### src/design/sse_pkg.sv
// Package: register map, field layout, operations and bus carriers of the stack and shift unit
package sse_pkg;

	// ****************************************
	// Register map (byte addresses)
	// ****************************************
	localparam logic [7:0] SSE_CTRL_OFS     = 8'h00;
	localparam logic [7:0] SSE_STAT_OFS     = 8'h04;
	localparam logic [7:0] SSE_SP_OFS       = 8'h08;
	localparam logic [7:0] SSE_PC_OFS       = 8'h0C;
	localparam logic [7:0] SSE_SW_OFS       = 8'h10;
	localparam logic [7:0] SSE_OPND_OFS     = 8'h14;
	localparam logic [7:0] SSE_MEM_OFS      = 8'h40;
	localparam int         SSE_MEM_WORDS    = 16;

	// ****************************************
	// Fields
	// ****************************************
	localparam int SSE_CTRL_BYTE_BIT = 4;
	localparam int SSE_CTRL_REG_BIT  = 5;
	localparam int SSE_STAT_BUSY_BIT = 0;
	localparam int SSE_STAT_VIOL_BIT = 1;
	localparam int SSE_SW_C   = 0;
	localparam int SSE_SW_Z   = 1;
	localparam int SSE_SW_N   = 2;
	localparam int SSE_SW_GIE = 3;
	localparam int SSE_SW_CPU = 4;
	localparam int SSE_SW_OSC = 5;
	localparam int SSE_SW_V   = 8;

	// ****************************************
	// Constants
	// ****************************************
	localparam logic [15:0] SSE_SP_STEP   = 16'h0002;
	localparam logic [15:0] SSE_W_OV_LO   = 16'h4000;
	localparam logic [15:0] SSE_W_OV_HI   = 16'hC000;
	localparam logic [7:0]  SSE_B_OV_LO   = 8'h40;
	localparam logic [7:0]  SSE_B_OV_HI   = 8'hC0;
	localparam logic [15:0] SSE_WDOG_ADDR = 16'h0120;
	localparam logic [7:0]  SSE_WDOG_KEY  = 8'hA5;
	localparam logic [15:0] SSE_RST_WORD  = 16'h0000;
	localparam logic [1:0]  SSE_OKAY      = 2'h0;
	localparam logic [1:0]  SSE_SLVERR    = 2'h2;

	typedef enum logic [3:0] {
		SSE_OP_POP, SSE_OP_PUSH, SSE_OP_RET, SSE_OP_INTERRUPT_EXIT,
		SSE_OP_RLA, SSE_OP_RLC, SSE_OP_RRA, SSE_OP_RRC
	} sse_op_t;

	typedef struct packed {
		logic [7:0]  awaddr;
		logic        awvalid;
		logic [31:0] wdata;
		logic [3:0]  wstrb;
		logic        wvalid;
		logic        bready;
		logic [7:0]  araddr;
		logic        arvalid;
		logic        rready;
	} sse_axi_req_t;

	typedef struct packed {
		logic        awready;
		logic        wready;
		logic [1:0]  bresp;
		logic        bvalid;
		logic        arready;
		logic [31:0] rdata;
		logic [1:0]  rresp;
		logic        rvalid;
	} sse_axi_rsp_t;

endpackage

### src/design/sse_core.sv
// Stack and single-bit shift execution unit with an AXI4-Lite register slave
`timescale 1ns/1ps

module sse_core
	import sse_pkg::*;
(
	input  wire logic                  aclk,
	input  wire logic                  aresetn,
	input  wire sse_pkg::sse_axi_req_t axi_req,
	output      sse_pkg::sse_axi_rsp_t axi_rsp
);
	import sse_pkg::*;

	typedef enum logic [1:0] {SSE_IDLE, SSE_EXEC, SSE_RETI2} sse_phase_t;

	typedef struct packed {
		sse_phase_t          phase;
		sse_op_t             op;
		logic                byte_op;
		logic                to_reg;
		logic [15:0]         stack_ptr;
		logic [15:0]         program_counter;
		logic [15:0]         status_word;
		logic [15:0]         opnd;
		logic [15:0][15:0]   mem;
		logic                viol;
		logic                aw_held;
		logic [7:0]          awaddr;
		logic                w_held;
		logic [31:0]         wdata;
		logic [3:0]          wstrb;
		sse_axi_rsp_t        rsp;
	} sse_state_t;

	sse_state_t state;
	sse_state_t next_state;

	assign axi_rsp = state.rsp;

	// Byte-lane merge; only the two low lanes hold bits
	function automatic logic [15:0] sse_merge(input logic [15:0] old, input logic [31:0] d, input logic [3:0] s);
		logic [15:0] m;
		m = old;
		if (s[0]) begin
			m[7:0] = d[7:0];
		end
		if (s[1]) begin
			m[15:8] = d[15:8];
		end
		return m;
	endfunction

	// ****************************************
	// Shift and stack-address datapath
	// ****************************************
	logic        cin;
	logic        msb;
	logic [7:0]  hi_keep;
	logic [15:0] sh_res;
	logic        sh_c;
	logic        sh_v;
	logic        sh_n;
	logic        sh_z;
	logic [3:0]  sp_idx;
	logic [3:0]  push_idx;
	logic [15:0] sp_dec;
	logic [15:0] sp_inc;
	logic [15:0] stack_top;

	always_comb begin
		cin     = state.status_word[SSE_SW_C];
		msb     = state.byte_op ? state.opnd[7] : state.opnd[15];
		hi_keep = state.to_reg ? 8'h00 : state.opnd[15:8];
		sh_res  = state.opnd;
		sh_c    = 1'b0;
		sh_v    = 1'b0;
		unique case (state.op)
			SSE_OP_RLA, SSE_OP_RLC: begin
				sh_res = {state.opnd[14:0], (state.op == SSE_OP_RLC) ? cin : 1'b0};
				sh_c   = msb;
				if (state.byte_op) begin
					sh_res[15:8] = hi_keep;
					sh_v = (state.opnd[7:0] >= SSE_B_OV_LO) && (state.opnd[7:0] < SSE_B_OV_HI);
				end else begin
					sh_v = (state.opnd >= SSE_W_OV_LO) && (state.opnd < SSE_W_OV_HI);
				end
			end
			SSE_OP_RRA, SSE_OP_RRC: begin
				sh_c = state.opnd[0];
				if (state.byte_op) begin
					sh_res = {hi_keep, (state.op == SSE_OP_RRC) ? cin : state.opnd[7], state.opnd[7:1]};
				end else begin
					sh_res = {(state.op == SSE_OP_RRC) ? cin : state.opnd[15], state.opnd[15:1]};
				end
			end
			default: begin
				sh_res = state.opnd;
			end
		endcase
		sh_n = state.byte_op ? sh_res[7] : sh_res[15];
		sh_z = state.byte_op ? (sh_res[7:0] == 8'h00) : (sh_res == 16'h0000);
	end

	assign sp_dec   = state.stack_ptr - SSE_SP_STEP;
	assign sp_inc   = state.stack_ptr + SSE_SP_STEP;
	assign sp_idx   = state.stack_ptr[4:1];
	assign push_idx = sp_dec[4:1];
	assign stack_top      = state.mem[sp_idx];

	// ****************************************
	// Next state
	// ****************************************
	logic        wr_fire;
	logic        rd_fire;
	logic [7:0]  wa;
	logic [31:0] rd;
	logic        viol_set;
	logic        viol_clr;

	always_comb begin
		next_state = state;
		viol_set   = 1'b0;
		viol_clr   = 1'b0;
		rd         = 32'h0000_0000;

		// Execution
		unique case (state.phase)
			SSE_IDLE: begin
			end
			SSE_EXEC: begin
				next_state.phase = SSE_IDLE;
				unique case (state.op)
					SSE_OP_POP: begin
						next_state.stack_ptr = sp_inc;
						if (state.byte_op) begin
							next_state.opnd = {hi_keep, stack_top[7:0]};
						end else begin
							next_state.opnd = stack_top;
						end
					end
					SSE_OP_PUSH: begin
						next_state.stack_ptr     = sp_dec;
						next_state.mem[push_idx] = state.opnd;
						if (sp_dec == SSE_WDOG_ADDR && state.opnd[15:8] != SSE_WDOG_KEY) begin
							viol_set = 1'b1;
						end
					end
					SSE_OP_RET: begin
						next_state.program_counter = stack_top;
						next_state.stack_ptr       = sp_inc;
					end
					SSE_OP_INTERRUPT_EXIT: begin
						next_state.status_word = stack_top;
						next_state.stack_ptr   = sp_inc;
						next_state.phase       = SSE_RETI2;
					end
					default: begin
						next_state.opnd                     = sh_res;
						next_state.status_word[SSE_SW_N]    = sh_n;
						next_state.status_word[SSE_SW_Z]    = sh_z;
						next_state.status_word[SSE_SW_C]    = sh_c;
						next_state.status_word[SSE_SW_V]    = sh_v;
					end
				endcase
			end
			SSE_RETI2: begin
				next_state.program_counter = stack_top;
				next_state.stack_ptr       = sp_inc;
				next_state.phase           = SSE_IDLE;
			end
		endcase

		// Write channel: address and data taken in either order
		if (axi_req.awvalid && state.rsp.awready) begin
			next_state.aw_held     = 1'b1;
			next_state.awaddr      = axi_req.awaddr;
			next_state.rsp.awready = 1'b0;
		end
		if (axi_req.wvalid && state.rsp.wready) begin
			next_state.w_held     = 1'b1;
			next_state.wdata      = axi_req.wdata;
			next_state.wstrb      = axi_req.wstrb;
			next_state.rsp.wready = 1'b0;
		end
		wr_fire = state.aw_held && state.w_held && !state.rsp.bvalid;
		wa      = state.awaddr;
		if (wr_fire) begin
			next_state.aw_held    = 1'b0;
			next_state.w_held     = 1'b0;
			next_state.rsp.bvalid = 1'b1;
			next_state.rsp.bresp  = SSE_OKAY;
			// Register writes during an operation, other than the status clear, are dropped to keep the sequence atomic
			if (wa >= SSE_MEM_OFS && wa < SSE_MEM_OFS + 8'(4 * SSE_MEM_WORDS) && wa[1:0] == 2'b00) begin
				if (state.phase == SSE_IDLE) begin
					next_state.mem[wa[5:2]] = sse_merge(state.mem[wa[5:2]], state.wdata, state.wstrb);
				end
			end else begin
				unique case (wa)
					SSE_CTRL_OFS: begin
						if (state.phase == SSE_IDLE && state.wstrb[0]) begin
							next_state.op      = sse_op_t'(state.wdata[3:0]);
							next_state.byte_op = state.wdata[SSE_CTRL_BYTE_BIT];
							next_state.to_reg  = state.wdata[SSE_CTRL_REG_BIT];
							next_state.phase   = SSE_EXEC;
						end
					end
					SSE_STAT_OFS: begin
						viol_clr = state.wstrb[0] && state.wdata[SSE_STAT_VIOL_BIT];
					end
					SSE_SP_OFS: begin
						if (state.phase == SSE_IDLE) begin
							next_state.stack_ptr = sse_merge(state.stack_ptr, state.wdata, state.wstrb);
						end
					end
					SSE_PC_OFS: begin
						if (state.phase == SSE_IDLE) begin
							next_state.program_counter = sse_merge(state.program_counter, state.wdata, state.wstrb);
						end
					end
					SSE_SW_OFS: begin
						if (state.phase == SSE_IDLE) begin
							next_state.status_word = sse_merge(state.status_word, state.wdata, state.wstrb);
						end
					end
					SSE_OPND_OFS: begin
						if (state.phase == SSE_IDLE) begin
							next_state.opnd = sse_merge(state.opnd, state.wdata, state.wstrb);
						end
					end
					default: begin
						next_state.rsp.bresp = SSE_SLVERR;
					end
				endcase
			end
		end
		if (state.rsp.bvalid && axi_req.bready) begin
			next_state.rsp.bvalid  = 1'b0;
			next_state.rsp.awready = 1'b1;
			next_state.rsp.wready  = 1'b1;
		end

		// Set wins over clear so a violation is never lost
		if (viol_set) begin
			next_state.viol = 1'b1;
		end else if (viol_clr) begin
			next_state.viol = 1'b0;
		end

		// Read channel
		rd_fire = axi_req.arvalid && state.rsp.arready;
		if (rd_fire) begin
			next_state.rsp.arready = 1'b0;
			next_state.rsp.rvalid  = 1'b1;
			next_state.rsp.rresp   = SSE_OKAY;
			if (axi_req.araddr >= SSE_MEM_OFS && axi_req.araddr < SSE_MEM_OFS + 8'(4 * SSE_MEM_WORDS)
				&& axi_req.araddr[1:0] == 2'b00) begin
				rd = {16'h0000, state.mem[axi_req.araddr[5:2]]};
			end else begin
				unique case (axi_req.araddr)
					SSE_CTRL_OFS: rd = {26'h0, state.to_reg, state.byte_op, state.op};
					SSE_STAT_OFS: rd = {30'h0, state.viol, state.phase != SSE_IDLE};
					SSE_SP_OFS:   rd = {16'h0000, state.stack_ptr};
					SSE_PC_OFS:   rd = {16'h0000, state.program_counter};
					SSE_SW_OFS:   rd = {16'h0000, state.status_word};
					SSE_OPND_OFS: rd = {16'h0000, state.opnd};
					default: begin
						next_state.rsp.rresp = SSE_SLVERR;
					end
				endcase
			end
			next_state.rsp.rdata = rd;
		end
		if (state.rsp.rvalid && axi_req.rready) begin
			next_state.rsp.rvalid  = 1'b0;
			next_state.rsp.arready = 1'b1;
		end
	end

	// ****************************************
	// State register
	// ****************************************
	always_ff @(posedge aclk) begin
		if (!aresetn) begin
			state             <= '0;
			state.phase       <= SSE_IDLE;
			state.op          <= SSE_OP_POP;
			state.stack_ptr   <= SSE_RST_WORD;
			state.rsp.awready <= 1'b1;
			state.rsp.wready  <= 1'b1;
			state.rsp.arready <= 1'b1;
		end else begin
			state <= next_state;
		end
	end

	logic was_exec;
	assign was_exec = state.phase == SSE_EXEC;
endmodule

### config.mk
export PLATFORM = sky130hd
export DESIGN_NAME = sse_core
export DESIGN_NICKNAME = d
export VERILOG_FILES = /design/src/design/sse_pkg.sv /design/src/design/sse_core.sv
export SDC_FILE = /design/constraint.sdc
export NUM_CORES = 1
export LEC_CHECK = 0
export BUFFER_PORTS_ARGS = -buffer_cell sky130_fd_sc_hd__buf_2
export CAP_MARGIN = 20
export CORE_ASPECT_RATIO = 0.8
export CORE_MARGIN = 1.5
export CORE_UTILIZATION = 57
export CTS_CLUSTER_SIZE = 30
export DETAILED_ROUTE_END_ITERATION = 6
export PLACE_DENSITY = 0.77
export REMOVE_ABC_BUFFERS = 1
export SLEW_MARGIN = 15
export SYNTH_ARGS = -nofsm -noshare
export SYNTH_HDL_FRONTEND = slang
export SYNTH_SLANG_ARGS = --single-unit
### constraint.sdc
create_clock -name aclk -period 2.95 [get_ports aclk]
set_input_delay 0.295 -clock aclk [delete_from_list [all_inputs] [get_ports aclk]]
set_output_delay 0.295 -clock aclk [all_outputs]
set_load 0.03 [all_outputs]
After elaboration in Yosys (flattened, before gate mapping) --
Cells that the tools add are included.
Cells by class: add/subtract/negate cells 2, reductions and logical operators 40, eq/ne operators 29, mux-type cells 76, magnitude comparators 14, bitwise gates (word level) 2
Operators with widths (count):
- two-way mux 256 bit | 3
- bitwise mux 256 bit | 2
- two-way mux 328 bit | 1
- two-way mux 288 bit | 1
- two-way mux 16 bit | 17
- binary-select mux 16 bit (select 4 bit) | 3
- demux 16 bit (select 4 bit) | 2
- two-way mux 8 bit | 14
- one-hot mux 16 bit (2 select lines) | 3
- one-hot mux 16 bit (6 select lines) | 1
- two-way mux 72 bit | 1
- one-hot mux 32 bit (2 select lines) | 1
- != test 5 bit (second input constant) | 8
- == test 8 x 4 -> 1 bit (second input constant) | 4
- == test 8 x 5 -> 1 bit (second input constant) | 4
- >= comparator 8 x 7 -> 1 bit (second input constant) | 3
- logical NOT 8 bit | 3
- < comparator 8 bit (second input constant) | 3
- < comparator 4 x 5 -> 1 bit (second input constant) | 4
- logical AND 1 bit | 18
- adder 16 x 2 -> 16 bit (second input constant) | 1
- == test 16 x 9 -> 1 bit (second input constant) | 1
- == test 4 x 3 -> 1 bit (second input constant) | 4
- == test 8 x 3 -> 1 bit (second input constant) | 2
- other kinds (26) | 59
Word-level totals: word-level logic and storage cells 205, bits in registers 398, output and inout port bits 41, input bits 59

Depth between registers and ports, before layout --
Gate-level depths: netlist of the first run.
word-level depth 12, gate-level depth with buffers 13, mapped depth without buffers 8

Least setup slack after synthesis of the first run --
No wires, ideal clock.
path kind reg2reg, from register state, in the netlist sp_idx[1], to register state[407] (netlist name), period minus slack after synthesis 3.257 ns, slack -0.307 ns, buffers on the path 3, stages on the path, launching flop included 12, data arrival time 3.137 ns, library setup time 0.120 ns, data required time 2.830 ns, cells stage by stage dfxtp_1 > buf_2 > buf_2 > inv_2 > buf_1 > ha_1 > nor3b_1 > nand2_1 > or4_1 > o22ai_1 > xor2_1 > a211o_1
On the way: word-level cells in the longest chain between the ends 7, elaborated cells between the ends (all ways) 8, classes of those cells 2 x add/sub; 6 x mux
RTL lines:
- from (decl) | line sse_core.sv:35 | sse_state_t state;
- from (signal assigned) | line sse_core.sv:292 | state <= next_state;
- adder 16 x 2 -> 16 bit or subtractor 16 x 2 -> 16 bit (tied branches) | line sse_core.sv:105, sse_core.sv:104
- one-hot mux 16 bit (2 select lines) | line sse_core.sv:132 | unique case (state.op)
- one-hot mux 32 bit (2 select lines) (*) | line sse_core.sv:127 | unique case (state.phase)
- two-way mux 16 bit | line sse_core.sv:211 | if (state.phase == SSE_IDLE) begin
- two-way mux 16 bit | line sse_core.sv:198 | unique case (wa)
- two-way mux 72 bit | line sse_core.sv:193 | if (wa >= SSE_MEM_OFS && wa < SSE_MEM_OFS + 8'(4 * SSE_MEM_WORDS) && wa[1:0] == 2'b00) begin
- two-way mux 328 bit (*) | line sse_core.sv:187 | if (wr_fire) begin
Every way passes the cells marked *; elsewhere a longest branch is shown, timed or not. A chain may end at the register's enable or synchronous reset.

Worst setup path after layout of the first run --
from register state, in the netlist sp_idx[0], to register state[87] (netlist name)
On the way: word-level cells in the longest chain between the ends 7, elaborated cells between the ends (all ways) 8, classes of those cells 1 x add/sub; 1 x eq/ne; 4 x mux; 2 x reduce/logical
RTL lines:
- subtractor 16 x 2 -> 16 bit (*) | line sse_core.sv:104 | assign sp_dec = state.stack_ptr - SSE_SP_STEP;
- == test 16 x 9 -> 1 bit (*) | line sse_core.sv:144 | if (sp_dec == SSE_WDOG_ADDR && state.opnd[15:8] != SSE_WDOG_KEY) begin
- logical AND 1 bit (*) | line sse_core.sv:144
- two-way mux 1 bit (*) | line sse_core.sv:144
- two-way mux 1 bit (*) | line sse_core.sv:132
- two-way mux 1 bit (*) | line sse_core.sv:127
- two-way mux 1 bit or nonzero test 2 bit (tied branches)
Marks and branches as above.

==> results.json, run 1 <==
{
  "die_w_um": 242,
  "slew_headroom_pct": 27.4,
  "holdWs_ns": 0.0210,
  "yosysTopAreaCellShare_pct": 29.1,
  "cp_max_fo": 9,
  "core_um2": 44800,
  "insertion_delay_ns": 0.58,
  "initial_core_util_pct": 58.3,
  "cts.clk_slew.worst_paths_ns": 0.07,
  "syn2layout_area_growth_pct": 10.8,
  "grt_pass1_vias": 24700,
  "timing.fmax_mhz": 357,
  "violations": "DRC",
  "die_area_um2": 47100,
  "grt_pass1_wl_mm": 151,
  "synth_top_area_cell": "dfxtp_1",
  "drtIter0Drc": 4259,
  "synth_cell_types": 79,
  "vias_per_cell": 7.49,
  "cts.path.max_buffers": 3,
  "root_buffer": "clkbuf_16",
  "vias": 25600,
  "path_class": "register to register",
  "grt-ovfl-total": 0,
  "skew_ns": 0.0299,
  "grt_max_degree": 146,
  "maxCapViolCount": 0,
  "finalSetupViolCount": 0,
  "fin_ws_ns": 0.148,
  "synth_flop_cell": "dfxtp_1",
  "netlist_top_cells_area": "dfxtp_1 29%, mux4_2 19%, o211a_1 8.2%",
  "hold_viol_final": 0,
  "drc": 14,
  "io_pins": 100,
  "p_leak_nw": 12.2,
  "hold_path_class": "primary input to register",
  "run_status": "complete, but fails checks",
  "critPathLaunchType": "register",
  "drive_gt1_share_pct": 21.2,
  "die_h_um": 194,
  "cp_num_buf_inv": 1,
  "grt_use_total_pct": 42.0,
  "yosysMostFrequentCell": "nand2_1",
  "place.gp.congestion": 1.02,
  "synth.top_cells.by_count": "392 x nand2_1, 380 x dfxtp_1, 238 x clkbuf_1",
  "max_stage_delay_ns": 0.54,
  "crit_arrival_ns": 3.32,
  "synth_edf_count": 0,
  "required_ns": 3.47,
  "slowest_stage": "or4_1",
  "first_pass_iters": 7,
  "cts_resized": 0,
  "ys_ff_latch": 380,
  "antenna_found_initial": 1,
  "dpl_worst_slack_ns": -0.0170,
  "end_kind": "register",
  "routed_wl_mm": 101,
  "tightest_slew_ns": 1.08,
  "ant_nets": 0,
  "final_util_pct": 64.5,
  "cts_buffers": 42,
  "nFillCells": 3441,
  "postSynthAreaPerCell_um2": 9.28,
  "synthesis.area_um2": 26100,
  "min_period_over_period_pct": 95.0,
  "min_period_ns": 2.80,
  "tns_ns": 0,
  "rsz0062_at_grt": "no",
  "final_nets": 2844,
  "crit_chain": "inv_1, ha_1, nor3b_1, nand2_1, or4_1, xnor2_1, nor3_1, a21o_1",
  "clock_sinks": 380,
  "yosysSeqAreaShare_pct": 29.1,
  "wl_per_cell_um": 29.7,
  "io_buffers": 63,
  "slew_violations": 0,
  "crit_family": "simple AND/OR/NAND/NOR gates",
  "dp_hpwl_mm": 65.2,
  "power_density_nw_per_um2": 406,
  "yosysWarnings": 0,
  "ir_drop_mv": 0.481,
  "async_flop_share_pct": 0,
  "syn-instance-count": 2814,
  "cts_max_level": 2,
  "cts_tree": "yes",
  "core.rowCount": 69
}
-- cell families (layout without fill, tap and decap cells) --
| logic type | after synthesis | after routing | share of synthesized area, % |
|---|---|---|---|
| AO/OA/AOI/OAI | 848 | 848 | 24.3 |
| AND/OR/NAND/NOR | 756 | 756 | 12.6 |
| buffers and inverters | 420 | 397 | 7.32 |
| adder cells (fa/ha/maj) | 10 | 10 | 0.479 |
| multiplexers | 387 | 387 | 25.7 |
| flip-flops | 380 | 380 | 29.1 |
| XOR/XNOR | 12 | 12 | 0.403 |
| other | 1 | 19 | 0.0144 |
-- power by group --
group          leakage, nW  internal, mW  switching (mW)
clock network        0.719          3.24            2.43
logic                 8.45         0.282           0.549
registers             3.07          5.18          0.0700
-- layout by cell type, fill, tap and decap left out, types with 7 or more instances in the layout --
master         netlist  final
nand2_1            392    392
dfxtp_1            380    373
mux4_2             225    225
o211a_1            214    214
nor2_1             180    179
buf_4               47    156
a21oi_1            150    150
o211ai_1           138    138
mux2i_1            137    137
o21ai_0            122    122
buf_2               49     60
a211oi_1            59     59
inv_1               51     51
clkbuf_16            0     42
a31oi_1             35     35
nor3_1              31     31
nand3_1             30     30
dlygate4sd3_1        0     27
mux2_2              25     25
nand2b_1            22     22
buf_12               1     22
o221ai_1            18     18
conb_1               1     18
nand4_1             17     17
a221oi_1            16     16
and3_1              14     14
and2_1              11     11
o22ai_1             10     10
a2111oi_0           10     10
ha_1                10     10
clkinv_2             0     10
nor2b_1              9      9
a22oi_1              9      9
a22o_1               9      9
xnor2_1              8      8
nor3b_1              7      7
a21boi_0             7      7
-- area by class of cell --
cell class,count,area (um2),share of cell area (%)
Antenna cell,1,2.50,0.00866
Clock buffer,50,1140,3.95
Clock inverter,27,310,1.07
Inverter,54,203,0.701
Multi-Input combinational cell,2031,16700,57.7
Sequential cell,380,7620,26.4
Tap cell,603,754,2.61
Timing Repair Buffer,266,2200,7.60
-- path summary, 6_finish.rpt --
kind / to / slack, ns / startpoint / cells past startpoint
worst max register to register: state[87] / 0.15 / sp_idx[0] / 8
worst min-delay path: axi_rsp[36] / 0.02 / axi_req[10] / 3
worst max-delay path: state[87] / 0.15 / sp_idx[0] / 8
worst min register to register: state[375] / 0.48 / state[375] / 2
-- sequential cells by signal (all words and copies together) (netlist names) --
register / count
cin: 1
axi_rsp: 23
state: 344
wa: 8
sp_idx: 4
-- worst reg2reg max path: stages (launching register included) --
cell and delay, ns:
dfxtp_4 0.41, inv_1 0.11, ha_1 0.32, nor3b_1 0.31, nand2_1 0.15, or4_1 0.54
xnor2_1 0.18, nor3_1 0.53, a21o_1 0.20
-- what timing repair did --
item / 4_1_cts / 5_1_grt
endpoints found under the setup margin: 5 / 0
hold endpoints to repair: 27 / 0
buffers inserted: 1 / 0
hold buffers: 27 / 0
-- through the flow --
| step | total power [mW] | std cells | instance area (um2) |
|---|---|---|---|
| 3_5_place_dp | 6.12 | 3306 | 27200 |
| 3_3_place_gp | 6.10 | 3306 | 27200 |
| 2_1_floorplan | 5.71 | 2465 | 24500 |
| 4_1_cts | 11.7 | 3411 | 28900 |
| 6_report | 11.7 | 3412 | 28900 |
| 5_1_grt | 12.0 | 3411 | 28900 |
-- per-layer routing --
layer | up-vias | track usage [%] | share of wire (%)
met4 | 0 | 25.1 | 6.7
li1 | 10600 | - | -
met2 | 2296 | 60.9 | 42
met1 | 12200 | 55.1 | 36
met3 | 505 | 13.1 | 15
met5 | - | 0 | 0
(Power assumes the default switching activity.)
==> run 2: changes to the inputs <==
--- a/config.mk
+++ b/config.mk
@@ -9,10 +9,10 @@
 export CAP_MARGIN = 20
 export CORE_ASPECT_RATIO = 0.8
 export CORE_MARGIN = 1.5
-export CORE_UTILIZATION = 57
+export CORE_UTILIZATION = 60
 export CTS_CLUSTER_SIZE = 30
 export DETAILED_ROUTE_END_ITERATION = 6
-export PLACE_DENSITY = 0.77
+export PLACE_DENSITY = 0.78
 export REMOVE_ABC_BUFFERS = 1
 export SLEW_MARGIN = 15
 export SYNTH_ARGS = -nofsm -noshare
==> constraint.sdc (replaced) <==
create_clock -name aclk -period 2.7 [get_ports aclk]
set_input_delay 0.27 -clock aclk [delete_from_list [all_inputs] [get_ports aclk]]
set_output_delay 0.27 -clock aclk [all_outputs]
set_load 0.03 [all_outputs]
==> run 2 against run 1 <==
The run ends with DRC, setup timing left. Setup slack got worse by 0.15 ns. Clock power increased by 9.0%. First-iteration DRC count down 1.8%. Core utilization is 3.5 points higher. Clock skew decreased by 0.016 ns. Non-clock buffer count rose by 29. Critical path type unchanged. Sequential share of layout area shrank 0.35 points. Critical path depth did not move. Critical endpoint is now state[354]. Global-route usage up 2.9 points.
==> results.json, run 2 (same netlist as run 1, synthesis figures left out) <==
{
  "end_kind": "register",
  "grt-ovfl-total": 0,
  "place.gp.congestion": 1.02,
  "reg2reg_slack_ns": -0.0004,
  "reg2reg_from": "sp_idx[0]",
  "cp_max_fo": 17,
  "die_area_um2": 44800,
  "core_um2": 43100,
  "critPathLaunch": "sp_idx[0]",
  "layout.cells.non_filler": 3398,
  "internal_power_mw": 9.57,
  "dp.cells": 3281,
  "final_util_pct": 68.1,
  "path_class": "register to register",
  "first_pass_iters": 7,
  "drive_gt1_share_pct": 21.9,
  "globalRouteMet2Util_pct": 65.4,
  "fin_ws_ns": -0.000399,
  "slew_violations": 0,
  "finalSetupViolCount": 1,
  "vias_per_cell": 7.61,
  "core.rowCount": 68,
  "placed_cell_area_um2": 27500,
  "timing.fmax_mhz": 370,
  "max_stage_delay_ns": 0.50,
  "layout_commonest_cell": "nand2_1",
  "cp_common_cell": "buf_12",
  "slew_headroom_pct": 40.8,
  "grt_use_total_pct": 45.0,
  "cts_tree": "yes",
  "dpl_worst_slack_ns": 0.0470,
  "p_leak_nw": 12.5,
  "violations": "DRC, setup timing",
  "die_w_um": 236,
  "syn2layout_area_growth_pct": 12.3,
  "rsz0062_at_grt": "no",
  "grt.busiest_layer": "met2",
  "final_cell_area_um2": 29300,
  "cts_max_level": 2,
  "vias": 25800,
  "cts_buffers": 41,
  "crit_arrival_ns": 3.13,
  "nFillCells": 3277,
  "regMostFlops": "state",
  "io_buffers": 63,
  "drtIter0Drc": 4183,
  "crit_family": "multiplexers",
  "required_ns": 3.13,
  "critPathLaunchType": "register",
  "min_period_over_period_pct": 100,
  "use_met3_pct": 14.9,
  "initial_core_util_pct": 60.6,
  "io_pins": 100,
  "maxCapViolCount": 0,
  "cts.path.max_buffers": 3,
  "hp-start": "axi_req[10]",
  "hold_path_class": "primary input to register",
  "tightest_slew_ns": 0.885,
  "ant_nets": 0,
  "die_h_um": 190,
  "sw_frac_of_total_pct": 25.5,
  "ir_drop_mv": 0.561,
  "antenna_found_initial": 1,
  "drc": 1,
  "seqPwrFrac_pct": 44.7,
  "skew_ns": 0.0142,
  "clock_sinks": 380,
  "power.total_mw": 12.9,
  "hold_viol_final": 0,
  "cts.clk_slew.worst_paths_ns": 0.07,
  "grt_pass1_wl_mm": 152,
  "final_nets": 2872,
  "dp_hpwl_mm": 66.3,
  "tns_ns": -0.000399,
  "largest_reg_flops": 344,
  "cp_num_buf_inv": 2,
  "run_status": "complete, but fails checks",
  "holdWs_ns": 0.00782,
  "min_period_ns": 2.70,
  "crit_chain": "buf_12, buf_12, mux4_2, mux2i_1, mux2_2, nor2_1, a2111oi_0, nor3_1",
  "most-common-layout-cells": "392 x nand2_1, 373 x dfxtp_1, 225 x mux4_2, 214 x o211a_1, 179 x nor2_1",
  "routed_wl_mm": 104,
  "slowest_stage": "mux4_2",
  "p_comb_share_pct": 7.2,
  "gr-usage-met1_pct": 57.5,
  "grt_max_degree": 139,
  "wl_per_cell_um": 30.5,
  "root_buffer": "clkbuf_16",
  "power_density_nw_per_um2": 438,
  "power.switching_mw": 3.28,
  "insertion_delay_ns": 0.57,
  "power_frac_clock_pct": 48.1,
  "grt_pass1_vias": 24600
}
[run 2: cell type report]
class | count | area, um2 | area share [%]
Timing Repair Buffer | 295 | 2650 | 9.04
Antenna cell | 3 | 7.51 | 0.0256
Tap cell | 560 | 701 | 2.39
Clock inverter | 21 | 251 | 0.858
Multi-Input combinational cell | 2031 | 16700 | 56.9
Sequential cell | 380 | 7620 | 26.0
Clock buffer | 54 | 1190 | 4.05
Inverter | 54 | 203 | 0.692
[run 2: routing by layer]
layer  wire length, um  up-vias  share of wire (%)
met5                 0        -                  0
met4              7730        0                7.4
met3             16400      574                 16
met2             43400     2425                 42
met1             36300    12300                 35
li1                  -    10600                  -
[run 2: power groups by stage]
stage / clock (mW) / sequential [mW] / combinational (mW)
2_1_floorplan: 0 / 5.92 / 0.323
3_3_place_gp: 0 / 5.86 / 0.821
3_5_place_dp: 0 / 5.86 / 0.836
4_1_cts: 6.14 / 5.74 / 0.872
5_1_grt: 6.35 / 5.74 / 0.951
6_report: 6.18 / 5.75 / 0.922
[run 2: timing repair]
| action | in CTS | in global routing |
|---|---|---|
| hold endpoints to repair | 29 | 0 |
| setup buffers | 0 | 10 |
| hold buffers | 29 | 0 |
| gates resized for setup | 0 | 4 |
| endpoints found under the setup margin | 0 | 81 |
[run 2: worst paths after layout]
kind / to / depth (start not counted)
setup / recovery: state[354] / 8
hold reg to reg: state[367] / 2
setup reg to reg: state[354] / 8
hold / removal: axi_rsp[40] / 3
[run 2: worst register-to-register path: stages (launching register included)]
cell       delay (ns)
dfxtp_4          0.45
buf_12           0.23
buf_12           0.22
mux4_2           0.51
mux2i_1          0.20
mux2_2           0.32
nor2_1           0.06
a2111oi_0        0.45
nor3_1           0.13
